===== config.mk =====
export PLATFORM = sky130hd
export DESIGN_NAME = ftc_timer
export DESIGN_NICKNAME = d
export VERILOG_FILES = /design/src/core/ftc_pkg.sv /design/src/core/ftc_timer.sv
export SDC_FILE = /design/constraint.sdc
export NUM_CORES = 1
export LEC_CHECK = 0
export BUFFER_PORTS_ARGS = -buffer_cell sky130_fd_sc_hd__buf_2
export CORE_ASPECT_RATIO = 1.75
export CORE_MARGIN = 5
export CORE_UTILIZATION = 35
export CTS_BUF_LIST = sky130_fd_sc_hd__clkbuf_16
export DETAILED_ROUTE_END_ITERATION = 6
export PLACE_DENSITY = 0.53
export SETUP_SLACK_MARGIN = 0.5
export SYNTH_ARGS = -nofsm -noshare
export SYNTH_HDL_FRONTEND = slang
export SYNTH_SLANG_ARGS = --single-unit
export TNS_END_PERCENT = 30

===== constraint.sdc =====
create_clock -name core_clk -period 4.1 [get_ports core_clk]
set_clock_uncertainty 0.1 [all_clocks]
set_input_delay 0.82 -clock core_clk [delete_from_list [all_inputs] [get_ports core_clk]]
set_output_delay 0.82 -clock core_clk [all_outputs]
set_load 0.02 [all_outputs]

===== src/core/ftc_pkg.sv =====
package ftc_pkg;

    // register byte offsets
    localparam logic [3:0] OFS_CTRL_TWO   = 4'h0;
    localparam logic [3:0] OFS_CTRL_ONE   = 4'h1;
    localparam logic [3:0] OFS_STATUS     = 4'h2;
    localparam logic [3:0] OFS_CAP1_HIGH  = 4'h4;
    localparam logic [3:0] OFS_CAP1_LOW   = 4'h5;
    localparam logic [3:0] OFS_COUNT_HIGH = 4'h8;
    localparam logic [3:0] OFS_COUNT_LOW  = 4'h9;
    localparam logic [3:0] OFS_ALT_HIGH   = 4'ha;
    localparam logic [3:0] OFS_ALT_LOW    = 4'hb;
    localparam logic [3:0] OFS_CAP2_HIGH  = 4'hc;
    localparam logic [3:0] OFS_CAP2_LOW   = 4'hd;

    // first control register fields
    localparam int CTRL1_CAP_IRQ_EN = 7;
    localparam int CTRL1_OVF_IRQ_EN = 5;
    localparam int CTRL1_CAP1_EDGE  = 1;

    // second control register fields
    localparam int CTRL2_PWM_MODE   = 5;
    localparam int CTRL2_OPM_MODE   = 4;
    localparam int CTRL2_CLK_SEL_HI = 3;
    localparam int CTRL2_CLK_SEL_LO = 2;
    localparam int CTRL2_CAP2_EDGE  = 1;
    localparam int CTRL2_EXT_EDGE   = 0;

    // status register fields
    localparam int STAT_CAP1_FLAG = 7;
    localparam int STAT_CAP2_FLAG = 6;
    localparam int STAT_OVF_FLAG  = 5;

    // timer clock selections
    localparam logic [1:0] CLK_DIV2 = 2'h0;
    localparam logic [1:0] CLK_DIV4 = 2'h1;
    localparam logic [1:0] CLK_DIV8 = 2'h2;
    localparam logic [1:0] CLK_EXT  = 2'h3;

    // values after reset, and the last count before rollover
    localparam logic [15:0] COUNT_RESET = 16'hfffc;
    localparam logic [15:0] COUNT_TOP   = 16'hffff;
    localparam logic [7:0]  CTRL_RESET  = 8'h00;
    localparam logic [2:0]  PIN_IDLE    = 3'h7;

    // register bus request
    typedef struct packed {
        logic [3:0] addr;
        logic [7:0] wdata;
        logic       wr;
        logic       rd;
    } ftc_bus_t;

    // all state of the timer
    typedef struct packed {
        logic [15:0]      count;
        logic [2:0]       div;
        logic [2:0]       sync1;
        logic [2:0]       sync2;
        logic [2:0]       pin_prev;
        logic [7:0]       ctrl1;
        logic [7:0]       ctrl2;
        logic             ovf_flag;
        logic [1:0]       cap_flag;
        logic             ovf_arm;
        logic [1:0]       cap_arm;
        logic             cnt_held;
        logic [7:0]       cnt_buf;
        logic             alt_held;
        logic [7:0]       alt_buf;
        logic [1:0]       cap_lock;
        logic [1:0][15:0] cap_val;
        logic [7:0]       rd_data;
        logic             irq;
    } ftc_state_t;

endpackage


===== src/core/ftc_timer.sv =====
// Added by the designer: the plain strobed port and the placing of the registers.
`timescale 1ns/1ps
`default_nettype none

module ftc_timer (
    // clock and reset
    input  wire logic       core_clk,
    input  wire logic       rstn,
    // register port
    input  wire logic [3:0] addr,
    input  wire logic [7:0] wr_data,
    input  wire logic       wr_en,
    input  wire logic       rd_en,
    output var  logic [7:0] rd_data,
    // cpu state
    input  wire logic       cpu_irq_mask,
    input  wire logic       halt_mode,
    // pins
    input  wire logic       capture_pin_one,
    input  wire logic       capture_pin_two,
    input  wire logic       external_timer_clock_pin,
    // interrupt request
    output var  logic       timer_irq
);

    ftc_pkg::ftc_state_t st;
    ftc_pkg::ftc_state_t next_st;
    ftc_pkg::ftc_bus_t   bus;

    logic [1:0] clk_sel;
    logic       tick;
    logic       reload;
    logic [2:0] rise;
    logic [2:0] fall;
    logic [1:0] cap_evt;
    logic       ovf_evt;
    logic       cnt_lo_acc;
    logic       alt_lo_acc;
    logic [1:0] cap_lo_acc;

    // prescaler decode, called only by the tick logic
    function automatic logic presc_tick(input logic [1:0] sel, input logic [2:0] d);
        logic t;
        t = 1'b0;
        unique case (sel)
            ftc_pkg::CLK_DIV2: t = d[0];
            ftc_pkg::CLK_DIV4: t = &d[1:0];
            ftc_pkg::CLK_DIV8: t = &d;
            ftc_pkg::CLK_EXT:  t = 1'b0;
        endcase
        return t;
    endfunction

    // strobe bundle
    assign bus = '{addr: addr, wdata: wr_data, wr: wr_en, rd: rd_en};

    // pin edges from the second sync stage only
    assign rise = st.sync2 & ~st.pin_prev;
    assign fall = ~st.sync2 & st.pin_prev;

    assign clk_sel = {st.ctrl2[ftc_pkg::CTRL2_CLK_SEL_HI], st.ctrl2[ftc_pkg::CTRL2_CLK_SEL_LO]};

    // timer tick; external edge already resampled on core_clk
    always_comb begin
        if (clk_sel == ftc_pkg::CLK_EXT) begin
            tick = st.ctrl2[ftc_pkg::CTRL2_EXT_EDGE] ? rise[2] : fall[2];
        end else begin
            tick = presc_tick(clk_sel, st.div);
        end
    end

    // low byte accesses, read or write
    assign cnt_lo_acc    = (bus.rd || bus.wr) && bus.addr == ftc_pkg::OFS_COUNT_LOW;
    assign alt_lo_acc    = (bus.rd || bus.wr) && bus.addr == ftc_pkg::OFS_ALT_LOW;
    assign cap_lo_acc[0] = (bus.rd || bus.wr) && bus.addr == ftc_pkg::OFS_CAP1_LOW;
    assign cap_lo_acc[1] = (bus.rd || bus.wr) && bus.addr == ftc_pkg::OFS_CAP2_LOW;
    assign reload        = bus.wr && (bus.addr == ftc_pkg::OFS_COUNT_LOW
                                   || bus.addr == ftc_pkg::OFS_ALT_LOW);

    // halt freezes the count; wait has no effect here
    assign ovf_evt = tick && !halt_mode && !reload && st.count == ftc_pkg::COUNT_TOP;

    // capture events; channel one idle in one pulse or pwm mode
    assign cap_evt[0] = (st.ctrl1[ftc_pkg::CTRL1_CAP1_EDGE] ? rise[0] : fall[0])
                        && !st.ctrl2[ftc_pkg::CTRL2_OPM_MODE]
                        && !st.ctrl2[ftc_pkg::CTRL2_PWM_MODE]
                        && !st.cap_lock[0];
    assign cap_evt[1] = (st.ctrl2[ftc_pkg::CTRL2_CAP2_EDGE] ? rise[1] : fall[1])
                        && !st.cap_lock[1];

    // next state
    always_comb begin
        next_st = st;
        next_st.sync1    = {external_timer_clock_pin, capture_pin_two, capture_pin_one};
        next_st.sync2    = st.sync1;
        next_st.pin_prev = st.sync2;
        next_st.div      = st.div + 3'h1;
        next_st.rd_data  = 8'h00;

        // counter
        if (reload) begin
            next_st.count = ftc_pkg::COUNT_RESET;
        end else if (tick && !halt_mode) begin
            next_st.count = st.count + 16'h0001;
        end

        // control writes
        if (bus.wr && bus.addr == ftc_pkg::OFS_CTRL_ONE) begin
            next_st.ctrl1 = bus.wdata;
        end
        if (bus.wr && bus.addr == ftc_pkg::OFS_CTRL_TWO) begin
            next_st.ctrl2 = bus.wdata;
        end

        // status read arms the clear of each flag that is set
        if (bus.rd && bus.addr == ftc_pkg::OFS_STATUS) begin
            next_st.ovf_arm = st.ovf_arm | st.ovf_flag;
            next_st.cap_arm = st.cap_arm | st.cap_flag;
        end

        // overflow flag: set wins over clear; alternate low is ignored
        if (cnt_lo_acc && st.ovf_arm) begin
            next_st.ovf_flag = 1'b0;
            next_st.ovf_arm  = 1'b0;
        end
        if (ovf_evt) begin
            next_st.ovf_flag = 1'b1;
        end

        // capture channels
        for (int i = 0; i < 2; i++) begin
            if (cap_lo_acc[i] && st.cap_arm[i]) begin
                next_st.cap_flag[i] = 1'b0;
                next_st.cap_arm[i]  = 1'b0;
            end
            if (cap_evt[i]) begin
                next_st.cap_val[i]  = st.count;
                next_st.cap_flag[i] = 1'b1;
            end
        end

        // capture high read locks, low read unlocks
        if (bus.rd && bus.addr == ftc_pkg::OFS_CAP1_HIGH) begin
            next_st.cap_lock[0] = 1'b1;
        end
        if (bus.rd && bus.addr == ftc_pkg::OFS_CAP2_HIGH) begin
            next_st.cap_lock[1] = 1'b1;
        end
        if (bus.rd && bus.addr == ftc_pkg::OFS_CAP1_LOW) begin
            next_st.cap_lock[0] = 1'b0;
        end
        if (bus.rd && bus.addr == ftc_pkg::OFS_CAP2_LOW) begin
            next_st.cap_lock[1] = 1'b0;
        end

        // read data, answered one cycle later
        if (bus.rd) begin
            unique case (bus.addr)
                ftc_pkg::OFS_CTRL_ONE:  next_st.rd_data = st.ctrl1;
                ftc_pkg::OFS_CTRL_TWO:  next_st.rd_data = st.ctrl2;
                ftc_pkg::OFS_STATUS: begin
                    next_st.rd_data[ftc_pkg::STAT_CAP1_FLAG] = st.cap_flag[0];
                    next_st.rd_data[ftc_pkg::STAT_CAP2_FLAG] = st.cap_flag[1];
                    next_st.rd_data[ftc_pkg::STAT_OVF_FLAG]  = st.ovf_flag;
                end
                ftc_pkg::OFS_COUNT_HIGH: begin
                    next_st.rd_data = st.count[15:8];
                    if (!st.cnt_held) begin
                        next_st.cnt_held = 1'b1;
                        next_st.cnt_buf  = st.count[7:0];
                    end
                end
                ftc_pkg::OFS_COUNT_LOW: begin
                    next_st.rd_data  = st.cnt_held ? st.cnt_buf : st.count[7:0];
                    next_st.cnt_held = 1'b0;
                end
                ftc_pkg::OFS_ALT_HIGH: begin
                    next_st.rd_data = st.count[15:8];
                    if (!st.alt_held) begin
                        next_st.alt_held = 1'b1;
                        next_st.alt_buf  = st.count[7:0];
                    end
                end
                ftc_pkg::OFS_ALT_LOW: begin
                    next_st.rd_data  = st.alt_held ? st.alt_buf : st.count[7:0];
                    next_st.alt_held = 1'b0;
                end
                ftc_pkg::OFS_CAP1_HIGH: next_st.rd_data = st.cap_val[0][15:8];
                ftc_pkg::OFS_CAP1_LOW:  next_st.rd_data = st.cap_val[0][7:0];
                ftc_pkg::OFS_CAP2_HIGH: next_st.rd_data = st.cap_val[1][15:8];
                ftc_pkg::OFS_CAP2_LOW:  next_st.rd_data = st.cap_val[1][7:0];
                default:                next_st.rd_data = 8'h00;
            endcase
        end

        // request stays pending in the flags until mask clears
        next_st.irq = !cpu_irq_mask
                      && ((next_st.ovf_flag && next_st.ctrl1[ftc_pkg::CTRL1_OVF_IRQ_EN])
                      || ((|next_st.cap_flag) && next_st.ctrl1[ftc_pkg::CTRL1_CAP_IRQ_EN]));
    end

    // state register; pin samplers idle high so reset makes no false edge
    always_ff @(posedge core_clk) begin
        if (!rstn) begin
            st          <= '0;
            st.count    <= ftc_pkg::COUNT_RESET;
            st.ctrl1    <= ftc_pkg::CTRL_RESET;
            st.ctrl2    <= ftc_pkg::CTRL_RESET;
            st.sync1    <= ftc_pkg::PIN_IDLE;
            st.sync2    <= ftc_pkg::PIN_IDLE;
            st.pin_prev <= ftc_pkg::PIN_IDLE;
        end else begin
            st <= next_st;
        end
    end

    assign rd_data   = st.rd_data;
    assign timer_irq = st.irq;

    // checks
    AST_RELOAD: assert property (@(posedge core_clk) disable iff (!rstn)
        reload |=> st.count == ftc_pkg::COUNT_RESET)
        else $error("low byte write did not reload the counter");

    AST_OVF_SET: assert property (@(posedge core_clk) disable iff (!rstn)
        ovf_evt |=> st.ovf_flag && st.count == 16'h0000)
        else $error("rollover did not set the overflow flag");

    AST_ALT_KEEPS: assert property (@(posedge core_clk) disable iff (!rstn)
        (alt_lo_acc && st.ovf_flag) |=> st.ovf_flag)
        else $error("alternate low access cleared the overflow flag");

    AST_HALT_HOLD: assert property (@(posedge core_clk) disable iff (!rstn)
        (halt_mode && !reload) |=> $stable(st.count))
        else $error("counter moved in halt");

    AST_BUF_FROZEN: assert property (@(posedge core_clk) disable iff (!rstn)
        (bus.rd && bus.addr == ftc_pkg::OFS_COUNT_LOW && st.cnt_held)
        |=> rd_data == $past(st.cnt_buf))
        else $error("low read did not return the buffered byte");

    AST_LIVE_LOW: assert property (@(posedge core_clk) disable iff (!rstn)
        (bus.rd && bus.addr == ftc_pkg::OFS_COUNT_LOW && !st.cnt_held)
        |=> rd_data == $past(st.count[7:0]))
        else $error("lone low read did not return the live count");

    AST_CAP_LOCK: assert property (@(posedge core_clk) disable iff (!rstn)
        st.cap_lock[1] |=> $stable(st.cap_val[1]) && !($rose(st.cap_flag[1])))
        else $error("capture landed while locked");

    AST_CH1_OFF: assert property (@(posedge core_clk) disable iff (!rstn)
        (st.ctrl2[ftc_pkg::CTRL2_OPM_MODE] || st.ctrl2[ftc_pkg::CTRL2_PWM_MODE])
        |=> $stable(st.cap_val[0]))
        else $error("channel one captured in one pulse or pwm mode");

    AST_CAPTURE: assert property (@(posedge core_clk) disable iff (!rstn)
        cap_evt[1] |=> st.cap_val[1] == $past(st.count) && st.cap_flag[1])
        else $error("capture did not latch the count");

    AST_IRQ_MASK: assert property (@(posedge core_clk) disable iff (!rstn)
        cpu_irq_mask |=> !timer_irq)
        else $error("interrupt raised while masked");

    AST_DIV2: assert property (@(posedge core_clk) disable iff (!rstn)
        (clk_sel == ftc_pkg::CLK_DIV2 && tick) |=> !tick)
        else $error("divide by two ticked twice in a row");

    AST_RESET_STATE: assert property (@(posedge core_clk)
        !rstn |=> st.count == ftc_pkg::COUNT_RESET && !timer_irq && rd_data == 8'h00)
        else $error("reset did not restore the counter and outputs");

    AST_OVF_CLEAR: assert property (@(posedge core_clk) disable iff (!rstn)
        (cnt_lo_acc && st.ovf_arm && !ovf_evt) |=> !st.ovf_flag)
        else $error("armed low access did not clear the overflow flag");

    AST_OVF_NEEDS_ARM: assert property (@(posedge core_clk) disable iff (!rstn)
        (st.ovf_flag && !st.ovf_arm) |=> st.ovf_flag)
        else $error("overflow flag cleared without a status read");

    AST_CAP_CLEAR: assert property (@(posedge core_clk) disable iff (!rstn)
        (cap_lo_acc[0] && st.cap_arm[0] && !cap_evt[0]) |=> !st.cap_flag[0])
        else $error("armed low capture access did not clear the flag");

    AST_CAP1_LATCH: assert property (@(posedge core_clk) disable iff (!rstn)
        cap_evt[0] |=> st.cap_val[0] == $past(st.count) && st.cap_flag[0])
        else $error("channel one capture did not latch the count");

    AST_CAP1_LOCK: assert property (@(posedge core_clk) disable iff (!rstn)
        st.cap_lock[0] |=> $stable(st.cap_val[0]) && !($rose(st.cap_flag[0])))
        else $error("channel one capture landed while locked");

    AST_EXT_COUNT: assert property (@(posedge core_clk) disable iff (!rstn)
        (clk_sel == ftc_pkg::CLK_EXT && !halt_mode && !reload
         && st.sync2[2] != st.pin_prev[2]
         && st.sync2[2] == st.ctrl2[ftc_pkg::CTRL2_EXT_EDGE])
        |=> st.count == $past(st.count) + 16'h0001)
        else $error("external edge did not advance the counter");

    AST_EXT_IGNORE: assert property (@(posedge core_clk) disable iff (!rstn)
        (clk_sel == ftc_pkg::CLK_EXT && !reload
         && (st.sync2[2] == st.pin_prev[2]
          || st.sync2[2] != st.ctrl2[ftc_pkg::CTRL2_EXT_EDGE]))
        |=> $stable(st.count))
        else $error("external clock advanced on an unselected transition");

    AST_LOW_BUF_KEEP: assert property (@(posedge core_clk) disable iff (!rstn)
        (st.cnt_held && !(bus.rd && bus.addr == ftc_pkg::OFS_COUNT_LOW))
        |=> st.cnt_held && $stable(st.cnt_buf))
        else $error("buffered low byte changed before the low read");

    AST_ALT_BUF: assert property (@(posedge core_clk) disable iff (!rstn)
        (bus.rd && bus.addr == ftc_pkg::OFS_ALT_HIGH && !st.alt_held)
        |=> st.alt_held && st.alt_buf == $past(st.count[7:0]))
        else $error("alternate high read did not buffer the low byte");

    AST_IRQ_PENDING: assert property (@(posedge core_clk) disable iff (!rstn)
        (!cpu_irq_mask && !(bus.wr && bus.addr == ftc_pkg::OFS_CTRL_ONE)
         && ((st.ovf_flag && !cnt_lo_acc && st.ctrl1[ftc_pkg::CTRL1_OVF_IRQ_EN])
          || (st.cap_flag[0] && !cap_lo_acc[0] && st.ctrl1[ftc_pkg::CTRL1_CAP_IRQ_EN])))
        |=> timer_irq)
        else $error("pending request not raised once unmasked");

endmodule

`default_nettype wire


==> impl_metrics.tcl <==
set metrics [dict create \
    status "complete, no violations" \
    p_sw_uw 520.4 \
    setup_viol 0 \
    synth_area_leaders "dfxtp_1 43%, mux2i_1 11%, a21oi_1 4.9%, nor2_1 4.5%, nand2_1 4.1%" \
    setup-tns-final_ns 0 \
    routed_wl_mm 13.70 \
    grt_pass1_vias 3991 \
    powerDensity_mw_per_mm2 395.0 \
    hold_depth 1 \
    synth.distinct_cells 64 \
    ctsHoldBuffers 0 \
    crit_arrival_ns 2.78 \
    finalPower_uw 2229 \
    drtIter0Drc 267 \
    cts.sinks 111 \
    dp_hpwl_mm 10.09 \
    clock_latency_ns 0.35 \
    cts_tree "done" \
    antenna_found_initial 0 \
    start_util 0.3583 \
    ys.flop_type "dfxtp_1" \
    gp_congestion 0.8343 \
    ir_drop_uv 259.7 \
    synth_top_cell_by_area "dfxtp_1" \
    startpoint_type "input port" \
    cp.required_ns 4.20 \
    die_h_um 170.9 \
    antenna_cells 0 \
    clock_power_share 0.414 \
    yosysWarnings 0 \
    ys_async_sr_fraction 0 \
    r2r_cells 5 \
    syn_area_mm2 0.005175 \
    area_delta_synth_final_pct 9.043 \
    fin_nets 593 \
    clockBufferDepth 2 \
    yosysMostFrequentCell "dfxtp_1" \
    tightest_slew_ns 0.8997 \
    max_slew_margin 0.3993 \
    slew_viol_final 0 \
    rrSetupSlack_ns 1.62 \
    htreeDepth 3 \
    finalCritPeriodShare 0.6517 \
    power.share.sequential 0.508 \
    io_pins 30 \
    criticalPathCategory "in2reg" \
    wl_per_cell_um 18.24 \
    critPathMaxFanout 34 \
    track_usage 0.1604 \
    finalHoldViolations 0 \
    port_buffers 29 \
    synth.avg_cell_area_um2 9.016 \
    period_needed_ns 2.672 \
    drive_gt1_frac 0.1208 \
    hp-class "reg2reg" \
    synth-seq-cells 111 \
    core_mm2 0.01444 \
    route.detailed.drc 0 \
    postCtsSetupBuffers 0 \
    ant_nets 0 \
    hp-start "next_st[87]" \
    grt_setup_unrepaired "no" \
    p_leak_uw 0.002247 \
    regToRegStartpoint "st[99]" \
    die_x_um 101.9 \
    overflow 0 \
    rows 58 \
    fmaxAchievable_mhz 374.3 \
    netlist_instances 574 \
    cap_violations 0 \
    intPower_uw 1709 \
    via_per_inst 5.455 \
    yosys.area.top_type_share 0.4294 \
    cts-resized-gates 0 \
    vias 4097 \
    switching_share 0.2335 \
    combPwrFrac 0.077 \
    clk_pin_slew_ns 0.07 \
    seq_area_frac_synth 0.4294 \
    synth_edf_count 0 \
    critPathCaptureType "flip-flop" \
    cts_buffers 9 \
    grt_max_degree 50 \
    dieArea_mm2 0.01741 \
    r2r_end "timer_irq" \
    drtPass1Iterations 4 \
    cts-root-buf "clkbuf_16" \
    synthTopCellsByCount "111 x dfxtp_1, 62 x nor2_1, 57 x nand2_1" \
    grt_pass1_wl_mm 21.45 \
    min_to "next_st[84]" \
    synth_fp_nets 601 \
]
final cells by class:
cell class / count / area (um^2)
Fill cell: 1460 / 8798
Multi-Input combinational cell: 404 / 2678
Sequential cell: 111 / 2222
Clock buffer: 9 / 225.2
Tap cell: 180 / 225.2
Timing Repair Buffer: 34 / 182.7
Clock inverter: 7 / 87.58
Inverter: 6 / 22.52
layer usage:
metal  wire length (um)  vias up  share of wire  GRT usage
met3                420       27          0.031    0.02244
met4                733        0          0.054     0.1051
met2               7018       88           0.51     0.2742
li1                   -     1987              -          -
met1               5528     1995           0.40     0.1833
met5                  0        -              0          0
critical path, cell delays in order:
cell       delay (ns)
buf_2            0.52
nor4b_4          0.60
nand2_2          0.25
mux2_4           0.36
o2111ai_2        0.10
o41ai_2          0.10
how the worst max path moves through the flow:
stage	startpoint	endpoint	slack [ns]	depth (start not counted)
CTS	addr[0]	timer_irq	1.48	6
finish	addr[0]	timer_irq	1.43	6
global placement	addr[0]	timer_irq	1.22	6
floorplan	addr[3]	timer_irq	1.76	6
global route	addr[0]	timer_irq	1.33	6
detailed placement	addr[0]	timer_irq	1.08	6
kinds of logic (layout without fill, tap and decap cells):
group | count (synthesis) | in the layout | synth area share
AOI/OAI and AO/OA | 99 | 99 | 0.1284
muxes | 65 | 65 | 0.1373
buffers and inverters | 59 | 56 | 0.05392
and+or+nand+nor | 221 | 221 | 0.2145
adders and majority gates | 6 | 6 | 0.01451
DFF | 111 | 111 | 0.4294
xor gates and xnor gates | 13 | 13 | 0.02200
flip-flops by register name (all words and copies together), names as in the netlist:
name       count
next_st        6
timer_irq      1
rd_data        8
clk_sel        2
st            94
cell usage in the layout, fill, tap and decap left out, types with 3 or more instances in the layout:
master / n
and3b_1: 3
or4_1: 3
inv_1: 5
clkbuf_16: 9
buf_2: 29
and3_1: 4
nand3_1: 32
mux4_2: 4
a31oi_1: 3
and2_1: 9
dfxtp_1: 111
a21oi_1: 51
mux2i_1: 56
nor3_1: 4
nand2_1: 57
a211oi_2: 3
nand3b_1: 7
a221oi_1: 3
mux2_2: 3
a211oi_1: 4
buf_4: 5
xnor2_1: 13
ha_1: 6
nor2b_1: 6
a22oi_1: 5
nor3b_1: 6
nand2b_1: 12
o221ai_1: 4
nor2_1: 62
through the flow:
stage / util / area [um^2] / hold WS (ns) / cells / setup WS (ns)
finish: 0.3907 / 5643 / 0.3090 / 751 / 1.428
global route: 0.3907 / 5643 / 0.3367 / 751 / 1.329
CTS: 0.3907 / 5643 / 0.3107 / 751 / 1.477
detailed placement: 0.3691 / 5330 / 0.2928 / 735 / 1.085
global placement: 0.3691 / 5330 / 0.2905 / 735 / 1.217
floorplan: - / 5175 / 0.2863 / 574 / 1.764
power groups by stage:
stage	logic (uW)	clock network [uW]	registers (uW)
after floorplan	137	0	1150
after global placement	170	0	1160
after detailed placement	173	0	1160
after CTS	173	941	1130
after global routing	190	976	1140
final	173	923	1130
Note: power is estimated with default switching activity, not from simulation.
